$ cat src/pkg/snv_params.svh
// Register offsets, field positions, reset values and timing counts of the image sequencer
`ifndef SNV_PARAMS_SVH
`define SNV_PARAMS_SVH
`define SNV_OFS_TALLY      15'h0010
`define SNV_OFS_OVERLAY    15'h0014
`define SNV_OFS_NVCTRL     15'h00AB
`define SNV_OFS_PTR_HIGH   15'h00AD
`define SNV_OFS_PTR_LOW    15'h00AE
`define SNV_OFS_WRBYTE     15'h00B0
`define SNV_OFS_UNLOCK     15'h00B4
`define SNV_BIT_PROG       0
`define SNV_BIT_ERASE      1
`define SNV_BIT_BUSY       2
`define SNV_BIT_COMMIT     6
`define SNV_BIT_OVERLAY    7
`define SNV_UNLOCK_KEY     8'hEA
`define SNV_RESET_BYTE     8'h00
`define SNV_ERASE_BYTE     8'hFF
`define SNV_CLK_HZ         10000000
`define SNV_BUSY_MS        500
`define SNV_BUSY_CYCLES    ((`SNV_CLK_HZ / 1000) * `SNV_BUSY_MS)
`endif

$ cat src/pkg/snv_pkg.sv
// Types shared by the image sequencer and its users
package snv_pkg;
	typedef struct packed {
		logic        wr;
		logic        rd;
		logic [14:0] addr;
		logic [7:0]  wdata;
	} snv_req_t;

	typedef struct packed {
		logic       valid;
		logic [7:0] rdata;
	} snv_rsp_t;

	typedef enum logic [2:0] {
		SNV_IDLE,
		SNV_COMMIT,
		SNV_ERASE,
		SNV_PROGRAM,
		SNV_SETTLE
	} snv_state_t;
endpackage

$ cat src/snv_sequencer.sv
// Staging SRAM, commit, erase/program and power-on overlay sequencer
//
// Contract
// - Commit bit copies active settings into staging SRAM automatically.
// - Commit bit clears itself when the copy finishes.
// - Overlay enable bit applies nonvolatile image over start-up settings.
// - Erase and program accepted only after key 234 is written.
// - Erase and program triggers set together in one write; code also accepts the program trigger alone and then skips the erase.
// - Program trigger transfers whole staging SRAM into nonvolatile memory.
// - Busy bit readable while programming; host polls or waits 500 ms.
// - Next power-on after good program increments program tally by one.
// - At power-on with overlay set, active registers load from image.
// - Commit leaves address bits and revision fields of SRAM alone.
// - Direct SRAM writes never disturb active registers.
// - Direct SRAM writes may change address bits and revision fields.
// - SRAM loaded first; nonvolatile memory only via automatic transfer.
// - Thirteen-bit SRAM pointer: five-bit high field, eight-bit low.
// - Data register write stores byte at pointer location.
`timescale 1ns/1ps
`include "snv_params.svh"

module snv_sequencer #(
	parameter int         ACT_WORDS  = 32,
	parameter int         MEM_WORDS  = 64,
	parameter int         PROTECT_LO = 12,
	parameter int         PROTECT_HI = 13,
	parameter int unsigned BUSY_CYCLES = `SNV_BUSY_CYCLES
) (
	input  wire logic            ref_clk,
	input  wire logic            rstn,
	input  wire logic            clkEn,
	input  wire logic            porPulse,
	input  wire snv_pkg::snv_req_t regReq,
	output snv_pkg::snv_rsp_t    regRsp,
	input  wire logic            actWr,
	input  wire logic [7:0]      actAddr,
	input  wire logic [7:0]      actWdata,
	output logic [7:0]           actRdata,
	output logic                 busyOut,
	output logic                 overlayOut
);
	import snv_pkg::*;

	// ----------------------------------------
	// State
	// ----------------------------------------
	localparam int AW  = $clog2(MEM_WORDS);
	localparam int ACW = $clog2(ACT_WORDS);
	logic [7:0]  activeMem [ACT_WORDS];
	logic [7:0]  sramMem   [MEM_WORDS];
	logic [7:0]  nvMem     [MEM_WORDS];
	snv_state_t  state_q;
	logic [12:0] ptr_q;
	logic [7:0]  unlock_q;
	logic        overlay_q;
	logic        commit_q;
	logic        eraseReq_q;
	logic [7:0]  tally_q;
	logic        progDone_q;
	logic [AW:0] idx_q;
	logic [31:0] wait_q;

	// Address compare used by every register write decode; the read mux decodes the address in its own case
	function automatic logic hit(input logic [14:0] a, input logic [14:0] ofs);
		return a == ofs;
	endfunction

	// Staging word protected from the commit path
	function automatic logic isProtected(input logic [AW:0] i);
		return (int'(i) == PROTECT_LO) || (int'(i) == PROTECT_HI);
	endfunction

	logic wrEn;
	logic ctrlWr;
	logic keyOk;
	logic busyNow;
	assign wrEn   = clkEn && regReq.wr;
	assign ctrlWr = wrEn && hit(regReq.addr, `SNV_OFS_NVCTRL);
	assign keyOk  = unlock_q == `SNV_UNLOCK_KEY;

	// Busy spans erase through settle; the commit copy shows only on its own bit
	assign busyNow = (state_q == SNV_ERASE) || (state_q == SNV_PROGRAM)
		|| (state_q == SNV_SETTLE);

	// ----------------------------------------
	// Unlock key, overlay bit, SRAM pointer
	// ----------------------------------------
	always_ff @(posedge ref_clk) begin
		if (!rstn) begin
			unlock_q  <= `SNV_RESET_BYTE;
			overlay_q <= 1'b0;
			ptr_q     <= 13'h0000;
		end else if (wrEn) begin
			if (hit(regReq.addr, `SNV_OFS_UNLOCK)) begin
				unlock_q <= regReq.wdata;
			end
			if (hit(regReq.addr, `SNV_OFS_OVERLAY)) begin
				overlay_q <= regReq.wdata[`SNV_BIT_OVERLAY];
			end
			if (hit(regReq.addr, `SNV_OFS_PTR_HIGH)) begin
				ptr_q[12:8] <= regReq.wdata[4:0];
			end
			if (hit(regReq.addr, `SNV_OFS_PTR_LOW)) begin
				ptr_q[7:0] <= regReq.wdata;
			end
		end
	end

	// ----------------------------------------
	// Sequencer: commit, erase, program
	// ----------------------------------------
	// Triggers are ignored while a sequence runs so a stray write cannot restart it
	always_ff @(posedge ref_clk) begin
		if (!rstn) begin
			state_q    <= SNV_IDLE;
			commit_q   <= 1'b0;
			eraseReq_q <= 1'b0;
			idx_q      <= '0;
			wait_q     <= 32'h0000_0000;
			progDone_q <= 1'b0;
		end else if (clkEn) begin
			// Power-on clears first, so a program that ends in the same cycle still counts
			if (porPulse) begin
				progDone_q <= 1'b0;
			end
			unique case (state_q)
				SNV_IDLE: begin
					idx_q <= '0;
					if (ctrlWr && regReq.wdata[`SNV_BIT_COMMIT]) begin
						commit_q <= 1'b1;
						state_q  <= SNV_COMMIT;
					end else if (ctrlWr && keyOk && regReq.wdata[`SNV_BIT_PROG]) begin
						eraseReq_q <= regReq.wdata[`SNV_BIT_ERASE];
						state_q    <= regReq.wdata[`SNV_BIT_ERASE] ? SNV_ERASE : SNV_PROGRAM;
					end
				end
				SNV_COMMIT: begin
					if (int'(idx_q) == ACT_WORDS - 1 || int'(idx_q) == MEM_WORDS - 1) begin
						commit_q <= 1'b0;
						state_q  <= SNV_IDLE;
					end
					idx_q <= idx_q + 1'b1;
				end
				SNV_ERASE: begin
					if (int'(idx_q) == MEM_WORDS - 1) begin
						idx_q   <= '0;
						state_q <= SNV_PROGRAM;
					end else begin
						idx_q <= idx_q + 1'b1;
					end
				end
				SNV_PROGRAM: begin
					if (int'(idx_q) == MEM_WORDS - 1) begin
						wait_q  <= 32'h0000_0000;
						state_q <= SNV_SETTLE;
					end
					idx_q <= idx_q + 1'b1;
				end
				SNV_SETTLE: begin
					// Models the cell write time; busy stays set throughout
					if (wait_q >= BUSY_CYCLES - 1) begin
						progDone_q <= 1'b1;
						eraseReq_q <= 1'b0;
						state_q    <= SNV_IDLE;
					end else begin
						wait_q <= wait_q + 32'h0000_0001;
					end
				end
			endcase
		end
	end

	// ----------------------------------------
	// Staging SRAM and nonvolatile array
	// ----------------------------------------
	// Direct writes touch only the staging array, never the active set
	always_ff @(posedge ref_clk) begin
		if (clkEn) begin
			if (state_q == SNV_COMMIT && !isProtected(idx_q) && int'(idx_q) < ACT_WORDS) begin
				sramMem[idx_q[AW-1:0]] <= activeMem[idx_q[ACW-1:0]];
			end else if (wrEn && hit(regReq.addr, `SNV_OFS_WRBYTE) && state_q == SNV_IDLE) begin
				sramMem[ptr_q[AW-1:0]] <= regReq.wdata;
			end
			if (state_q == SNV_ERASE) begin
				nvMem[idx_q[AW-1:0]] <= `SNV_ERASE_BYTE;
			end else if (state_q == SNV_PROGRAM) begin
				nvMem[idx_q[AW-1:0]] <= sramMem[idx_q[AW-1:0]];
			end
		end
	end

	// ----------------------------------------
	// Active registers and power-on overlay
	// ----------------------------------------
	always_ff @(posedge ref_clk) begin
		if (clkEn) begin
			if (porPulse && overlay_q) begin
				for (int i = 0; i < ACT_WORDS; i++) begin
					activeMem[i] <= nvMem[i];
				end
			end else if (actWr) begin
				activeMem[actAddr[ACW-1:0]] <= actWdata;
			end
		end
	end

	// Program tally counts good programs at the following power-on
	always_ff @(posedge ref_clk) begin
		if (!rstn) begin
			tally_q <= 8'h00;
		end else if (clkEn && porPulse && progDone_q) begin
			tally_q <= tally_q + 8'h01;
		end
	end

	// ----------------------------------------
	// Read port and registered outputs
	// ----------------------------------------
	logic [7:0] rdMux;
	always_comb begin
		rdMux = 8'h00;
		unique case (regReq.addr)
			`SNV_OFS_TALLY:    rdMux = tally_q;
			`SNV_OFS_OVERLAY:  rdMux = {overlay_q, 7'h00};
			`SNV_OFS_NVCTRL:   rdMux = {1'b0, commit_q, 3'h0, busyNow, eraseReq_q, 1'b0};
			`SNV_OFS_PTR_HIGH: rdMux = {3'h0, ptr_q[12:8]};
			`SNV_OFS_PTR_LOW:  rdMux = ptr_q[7:0];
			`SNV_OFS_UNLOCK:   rdMux = unlock_q;
			default:           rdMux = 8'h00;
		endcase
	end

	always_ff @(posedge ref_clk) begin
		if (!rstn) begin
			regRsp     <= '0;
			busyOut    <= 1'b0;
			overlayOut <= 1'b0;
			actRdata   <= 8'h00;
		end else if (clkEn) begin
			regRsp.valid <= regReq.rd;
			regRsp.rdata <= rdMux;
			busyOut      <= busyNow;
			overlayOut   <= overlay_q;
			actRdata     <= activeMem[actAddr[ACW-1:0]];
		end
	end
endmodule // snv_sequencer

$ cat config.mk
export PLATFORM = sky130hd
export DESIGN_NAME = snv_sequencer
export DESIGN_NICKNAME = d
export VERILOG_FILES = /design/src/pkg/snv_pkg.sv /design/src/snv_sequencer.sv
export VERILOG_INCLUDE_DIRS = /design/src /design/src/pkg
export SDC_FILE = /design/constraint.sdc
export NUM_CORES = 1
export LEC_CHECK = 0
export ABC_CLOCK_PERIOD_IN_PS = 10200
export BUFFER_PORTS_ARGS = -buffer_cell sky130_fd_sc_hd__buf_2
export CORE_MARGIN = 2
export CORE_UTILIZATION = 45
export CTS_CLUSTER_DIAMETER = 40
export CTS_CLUSTER_SIZE = 28
export DETAILED_ROUTE_END_ITERATION = 12
export HOLD_SLACK_MARGIN = 0.15
export PLACE_DENSITY_LB_ADDON = 0.25
export RECOVER_POWER = 100
export SLEW_MARGIN = 20
export SYNTH_ARGS = -nofsm -noshare
export SYNTH_HDL_FRONTEND = slang
export SYNTH_SLANG_ARGS = --single-unit
$ cat constraint.sdc
create_clock -name ref_clk -period 10.2 [get_ports ref_clk]
set_input_delay 0.51 -clock ref_clk [delete_from_list [all_inputs] [get_ports ref_clk]]
set_output_delay 0.51 -clock ref_clk [all_outputs]
set_load 0.02 [all_outputs]
==> results of run 1 <==
## path summary, 6_finish.rpt
| kind | from | endpoint | slack, ps | depth (start not counted) |
|---|---|---|---|---|
| max | clkEn | sramMem[15][3] | 3400 | 9 |
| min | porPulse | progDone_q | 200 | 4 |
| max reg2reg | flop | sramMem[15][3] | 3410 | 6 |
| min reg2reg | regRsp[2] | regRsp[2] | 460 | 2 |
## flip-flops by register name, indices dropped and copies added (netlist names), named ones only
register / cells
eraseReq_q: 1
commit_q: 1
unlock_q: 8
regRsp: 9
tally_q: 8
wait_q: 32
idx_q: 7
nvMem: 256
progDone_q: 1
sramMem: 512
overlay_q: 1
busyOut: 1
ptr_q: 13
activeMem: 256
overlayOut: 1
state_q: 3
actRdata: 8
## cell type report
class | count | area (µm²) | share of cell area
clock inverter | 98 | 1210 | 0.0222
multi-input combinational | 1443 | 14400 | 0.264
clock buffer | 165 | 3750 | 0.0688
tap | 1391 | 1740 | 0.0319
inverter | 13 | 48.8 | 0.000895
timing repair buffer | 111 | 627 | 0.0115
sequential | 1124 | 32800 | 0.600
antenna | 1 | 2.50 | 0.0000459
## what timing repair did
item / in CTS / in global routing
resized for setup: 0 / 0
endpoints found under the setup margin: 0 / 0
endpoints found under the hold margin: 23 / 0
hold buffers: 9 / 0
## placed cells by master, fill, tap and decap left out, types with 42 or more instances in the layout
cell	n
nor2_1	191
nor3_1	50
mux2i_1	62
clkbuf_1	53
edfxtp_1	1024
mux4_2	276
nand3_1	42
dfxtp_1	97
nand2_1	125
clkbuf_16	146
mux2_2	254
o21ai_0	76
nor2b_1	48
## routing by layer
layer / track usage / vias up / share of wire
li1: - / 11316 / -
met3: 0.0517 / 212 / 0.097
met2: 0.357 / 1400 / 0.46
met1: 0.334 / 14045 / 0.41
met5: 0 / - / 0
met4: 0.0696 / 0 / 0.027
## power by group through the flow
stage / Clock (mW) / Combinational [mW] / Sequential, mW
after global routing: 5.46 / 0.223 / 4.98
final: 5.19 / 0.211 / 4.98
after floorplan: 0 / 0.138 / 5.07
after global placement: 0 / 0.206 / 5.08
after detailed placement: 0 / 0.209 / 5.08
after CTS: 5.26 / 0.212 / 4.98
## stage by stage
step           std cells   util  total power [mW]  hold WS, ps  worst slack [ps]
2_1_floorplan       2746      -              5.21          431              5350
3_3_place_gp        4072  0.471              5.28          436              5700
3_5_place_dp        4073  0.471              5.29          447              5680
4_1_cts             4345  0.519              10.4          151              5650
5_1_grt             4345  0.517              10.7          216              2780
6_report            4346  0.517              10.4          196              3400
## critical path: cells and delay by family
family          cells  cell delay [ps]
buf+inv             4             4680
simple gates        4             1430
compound gates      1              100
## logic make-up after synthesis
kind of cell / count (synthesis) / share of synthesized area
AO/OA/AOI/OAI: 257 / 0.0355
XOR/XNOR: 13 / 0.00237
buffers and inverters: 179 / 0.0165
adder cells (fa/ha/maj): 5 / 0.00130
flip-flops: 1124 / 0.683
multiplexers: 597 / 0.203
AND/OR/NAND/NOR: 571 / 0.0580
==> flow_metrics.py, run 1 <==
metrics = {
    "hold_path": {
        "min_path_type": "primary input to flop",
    },
    "timing": {
        "clock_skew_ps": 37.1,
        "relSlewSlack": -1.41,
        "slew_viol_final": 725,
        "setup_tns_ps": 0,
        "min_period_over_period": 0.667,
        "max_freq_mhz": 147,
        "hold_violations": 0,
        "rsz0062_at_grt": "false",
        "setup_viol": 0,
        "tightest_slew_ps": 3610,
        "min_period_ps": 6800,
    },
    "worst_setup_path": {
        "crit_path_start_kind": "primary input",
        "required_ps": 10280,
        "path_common_cell": "clkbuf_1",
        "slowest_delay_ps": 2190,
        "crit_arrival_ps": 6880,
        "critPathKind": "primary input to flop",
        "cp_max_fo": 64,
        "critPathSlowestCell": "clkbuf_1",
        "end_kind": "flop",
        "worstPathCellList": "buf_2, clkbuf_1, nor4b_1, nand4_1, nor3b_1, clkbuf_1, nand2_1, o21ai_4, clkbuf_1",
    },
    "detailed_routing": {
        "drtPass1Iterations": 7,
        "drc": 0,
        "detail-route-antenna-nets": 0,
        "wl_per_cell_um": 29.0,
        "num_vias": 26973,
        "drt-initial-drc-count": 3629,
        "drt_wl_total_um": 126000,
        "viasPerCell": 6.21,
    },
    "pwr": {
        "power_density_mw_per_mm2": 190,
        "ir_drop_mv": 0.167,
        "clock_power_share": 0.500,
        "leakagePower_nw": 18.6,
        "p_comb_frac": 0.020,
        "power.switching_mw": 2.22,
        "switching_share": 0.214,
        "p_seq_frac": 0.480,
        "p_int_mw": 8.16,
    },
    "final_layout": {
        "syn_to_final_growth_pct": 13.8,
        "design_area_mm2": 0.0546,
        "fillers": 8350,
        "num-nets-final": 2886,
        "final_layout_size_suffix_gt1_frac": 0.290,
    },
    "logic_synthesis": {
        "async_flop_share": 0,
        "synth_area_mm2": 0.0480,
        "synth_cell_type_count": 72,
        "synth.most_common_cell": "edfxtp_1",
        "synth_seq_area_share": 0.683,
        "ys_ff_latch": 1124,
        "ys_warn_count": 0,
        "netlist.area_leader.share": 0.641,
        "syn-num-nets": 2797,
        "synth_top_cell_by_area": "edfxtp_1",
        "yosys-top-cells-count": "1024 x edfxtp_1, 276 x mux4_2, 259 x mux2_2, 191 x nor2_1, 125 x nand2_1",
        "synth_edf_count": 1024,
        "synthCells": 2746,
        "synthTopCellsByArea": "edfxtp_1 64%, mux4_2 13%, mux2_2 6.1%",
        "synth.avg_cell_area_um2": 17.5,
        "ys.flop_type": "edfxtp_1",
    },
    "placed_design": {
        "routabilityCongestion": 0.867,
        "port-buffer-count": 61,
        "place_area_mm2": 0.0497,
        "dp_hpwl_um": 78500,
    },
    "global_route": {
        "overflow": 0,
        "grt_pass1_wl_um": 184000,
        "antenna_found_initial": 4,
        "grt_max_degree": 98,
        "grtUsageTotal": 0.233,
        "grt_pass1_vias": 26747,
    },
    "clocking": {
        "post_cts_buffers": 0,
        "clk_pin_slew_ps": 60,
        "cts_sinks": 1124,
        "numCtsBuffers": 142,
        "cts_tree": "built",
        "h-tree-depth": 4,
        "clk_latency_ps": 760,
        "clockBufferDepth": 3,
        "cts-root-buf": "clkbuf_16",
    },
    "die": {
        "die_x_um": 330,
        "die_height_um": 330,
        "initial_core_util": 0.454,
        "num_rows": 119,
        "dieArea_mm2": 0.109,
        "pin_count": 65,
        "core_area_mm2": 0.106,
    },
    "outcome": {
        "status": "finished with violations",
        "failed_checks": "capacitance limit, slew limit",
    },
    "run": {
        "max_cap_viol_count": 16,
    },
}
Note: power is estimated with default switching activity, not from simulation.
==> inputs of run 2 (changes only) <==
- ABC_AREA: default -> 1
- ABC_CLOCK_PERIOD_IN_PS: 10200 -> 6110
- clock period: 10.2 -> 6.11 ns (I/O delays scaled with it)
==> flow_metrics.py, run 2 <==
metrics = {
    "logic_synthesis": {
        "synthCells": 4497,
        "synth.avg_cell_area_um2": 10.7,
        "ys_warn_count": 0,
        "synth_seq_area_share": 0.681,
        "syn-num-nets": 4548,
        "synth_top_cell_by_area": "edfxtp_1",
        "netlist.area_leader.share": 0.639,
        "synth_cell_type_count": 43,
        "synth_edf_count": 1024,
        "yosys-top-cells-count": "1024 x edfxtp_1, 938 x nand2_1, 686 x o21ai_0, 641 x nor2_1",
        "async_flop_share": 0,
        "synth.most_common_cell": "edfxtp_1",
        "ys.flop_type": "edfxtp_1",
        "synth_area_mm2": 0.0481,
        "ys_ff_latch": 1124,
        "synthTopCellsByArea": "edfxtp_1 64%, nand2_1 7.3%, o21ai_0 7.1%",
    },
    "run": {
        "max_cap_viol_count": 5,
    },
    "global_route": {
        "antenna_found_initial": 5,
        "overflow": 0,
        "grtUsageTotal": 0.252,
        "grt_pass1_wl_um": 204000,
        "grt_max_degree": 225,
        "grt_pass1_vias": 31866,
    },
    "timing": {
        "slew_viol_final": 198,
        "rsz0062_at_grt": "false",
        "setup_tns_ps": 0,
        "hold_violations": 0,
        "setup_viol": 0,
        "max_freq_mhz": 196,
        "min_period_over_period": 0.833,
        "relSlewSlack": -0.257,
        "tightest_slew_ps": 1880,
        "setup_ws_ps": 1020,
        "clock_skew_ps": 38.7,
        "min_period_ps": 5090,
    },
    "hold_path": {
        "min_path_type": "primary input to flop",
        "holdPathStages": 4,
    },
    "clocking": {
        "clockBufferDepth": 3,
        "numCtsBuffers": 145,
        "clk_latency_ps": 770,
        "cts-root-buf": "clkbuf_16",
        "clk_pin_slew_ps": 60,
        "cts-resized-gates": 0,
        "cts_tree": "built",
        "h-tree-depth": 4,
        "cts_sinks": 1124,
    },
    "final_layout": {
        "final_layout_size_suffix_gt1_frac": 0.0828,
        "largest_reg_flops": 512,
        "num-nets-final": 4555,
        "design_area_mm2": 0.0546,
        "layout_commonest_cell": "edfxtp_1",
        "layout_common_cells": "1024 x edfxtp_1, 941 x nand2_1, 685 x o21ai_0",
        "syn_to_final_growth_pct": 13.6,
        "fin_cells": 6017,
        "diodes": 0,
    },
    "die": {
        "die_x_um": 331,
        "pin_count": 65,
        "core_area_mm2": 0.106,
        "die_height_um": 331,
        "num_rows": 119,
        "dieArea_mm2": 0.109,
        "initial_core_util": 0.456,
    },
    "worst_setup_path": {
        "required_ps": 6520,
        "ff2ff_setup_slack_ps": 1120,
        "end_kind": "flop",
        "crit_path_start_kind": "primary input",
        "crit_arrival_ps": 5500,
        "cp_max_fo": 30,
        "critPathKind": "primary input to flop",
        "reg2reg_depth": 10,
    },
    "placed_design": {
        "place_area_mm2": 0.0496,
        "port-buffer-count": 61,
        "dp_slack_ps": 2070,
        "dp.cells": 5720,
        "routabilityCongestion": 0.896,
        "dp_hpwl_um": 80800,
    },
    "pwr": {
        "power_density_mw_per_mm2": 337,
        "ir_drop_mv": 0.233,
        "leakagePower_nw": 18.8,
    },
    "detailed_routing": {
        "drtPass1Iterations": 6,
        "wl_per_cell_um": 23.1,
        "drc": 0,
        "drt-initial-drc-count": 4200,
        "num_vias": 34693,
        "drt_wl_total_um": 139000,
        "detail-route-antenna-nets": 0,
        "viasPerCell": 5.77,
    },
    "outcome": {
        "failed_checks": "capacitance limit, slew limit",
        "status": "finished with violations",
    },
}
==> run 2: cell types whose count changed after synthesis, sizes merged, moves of 163 or more <==
cell,previous run,this run
nand2,125,947
o21ai,81,694
nor2,191,650
mux4,276,0
mux2,259,0
nand3,42,205
==> run 2: worst max-delay path, stage by stage <==
cell	delay, ps
dlygate4sd3_1	530
clkbuf_2	110
clkbuf_1	1240
nand3_1	770
nor2_1	1250
nand2_1	720
nand2_1	530
==> run 2: worst paths after layout <==
path | start | to
worst max-delay path | clkEn | activeMem[21][4]
worst min register to register | wait_q[29] | wait_q[29]
worst min-delay path | regReq[10] | ptr_q[4]
worst max register to register | flop | sramMem[27][6]
==> run 2: where the power goes <==
group          internal (mW)  switching [mW]  total, mW
Clock                   4.94            3.61       8.55
Combinational          0.315            1.01       1.32
Sequential              8.48          0.0373       8.52
Total                   13.7            4.65       18.4
==> run 2: layer usage <==
layer / vias up / GRT usage / wire (µm)
li1: 16063 / - / -
met2: 1733 / 0.395 / 63900
met3: 341 / 0.0503 / 12400
met1: 16548 / 0.341 / 57000
met4: 8 / 0.108 / 5780
met5: - / 0 / 49
==> run 2: per-stage QoR <==
| stage | hold WS, ps | power [mW] | util |
|---|---|---|---|
| 6_report | 194 | 18.4 | 0.517 |
| 5_1_grt | 216 | 18.9 | 0.517 |
| 4_1_cts | 152 | 18.4 | 0.518 |
| 3_5_place_dp | 429 | 9.96 | 0.469 |
| 3_3_place_gp | 428 | 9.95 | 0.469 |
| 2_1_floorplan | 418 | 9.47 | - |
==> run 2: repair_timing <==
item / in CTS / in global routing
hold endpoints to repair: 48 / 0
hold buffers: 27 / 0
buffers inserted: 0 / 0
==> run 2: final cells by class <==
type,instances,area [µm²]
clock inverters,112,1180
flip-flops and latches,1124,32800
inverters,129,497
well taps,1391,1740
repair buffers,142,946
multi-input cells,2962,13800
clock buffers,157,3720
fillers,9196,51000
==> run 2: cell families after synthesis <==
kind of cell,Yosys count,share of synthesized area
buf+inv,411,0.0340
compound gates,1086,0.127
flops,1124,0.681
simple gates,1860,0.155
xor+xnor,11,0.00200
fa+ha+maj,5,0.00130
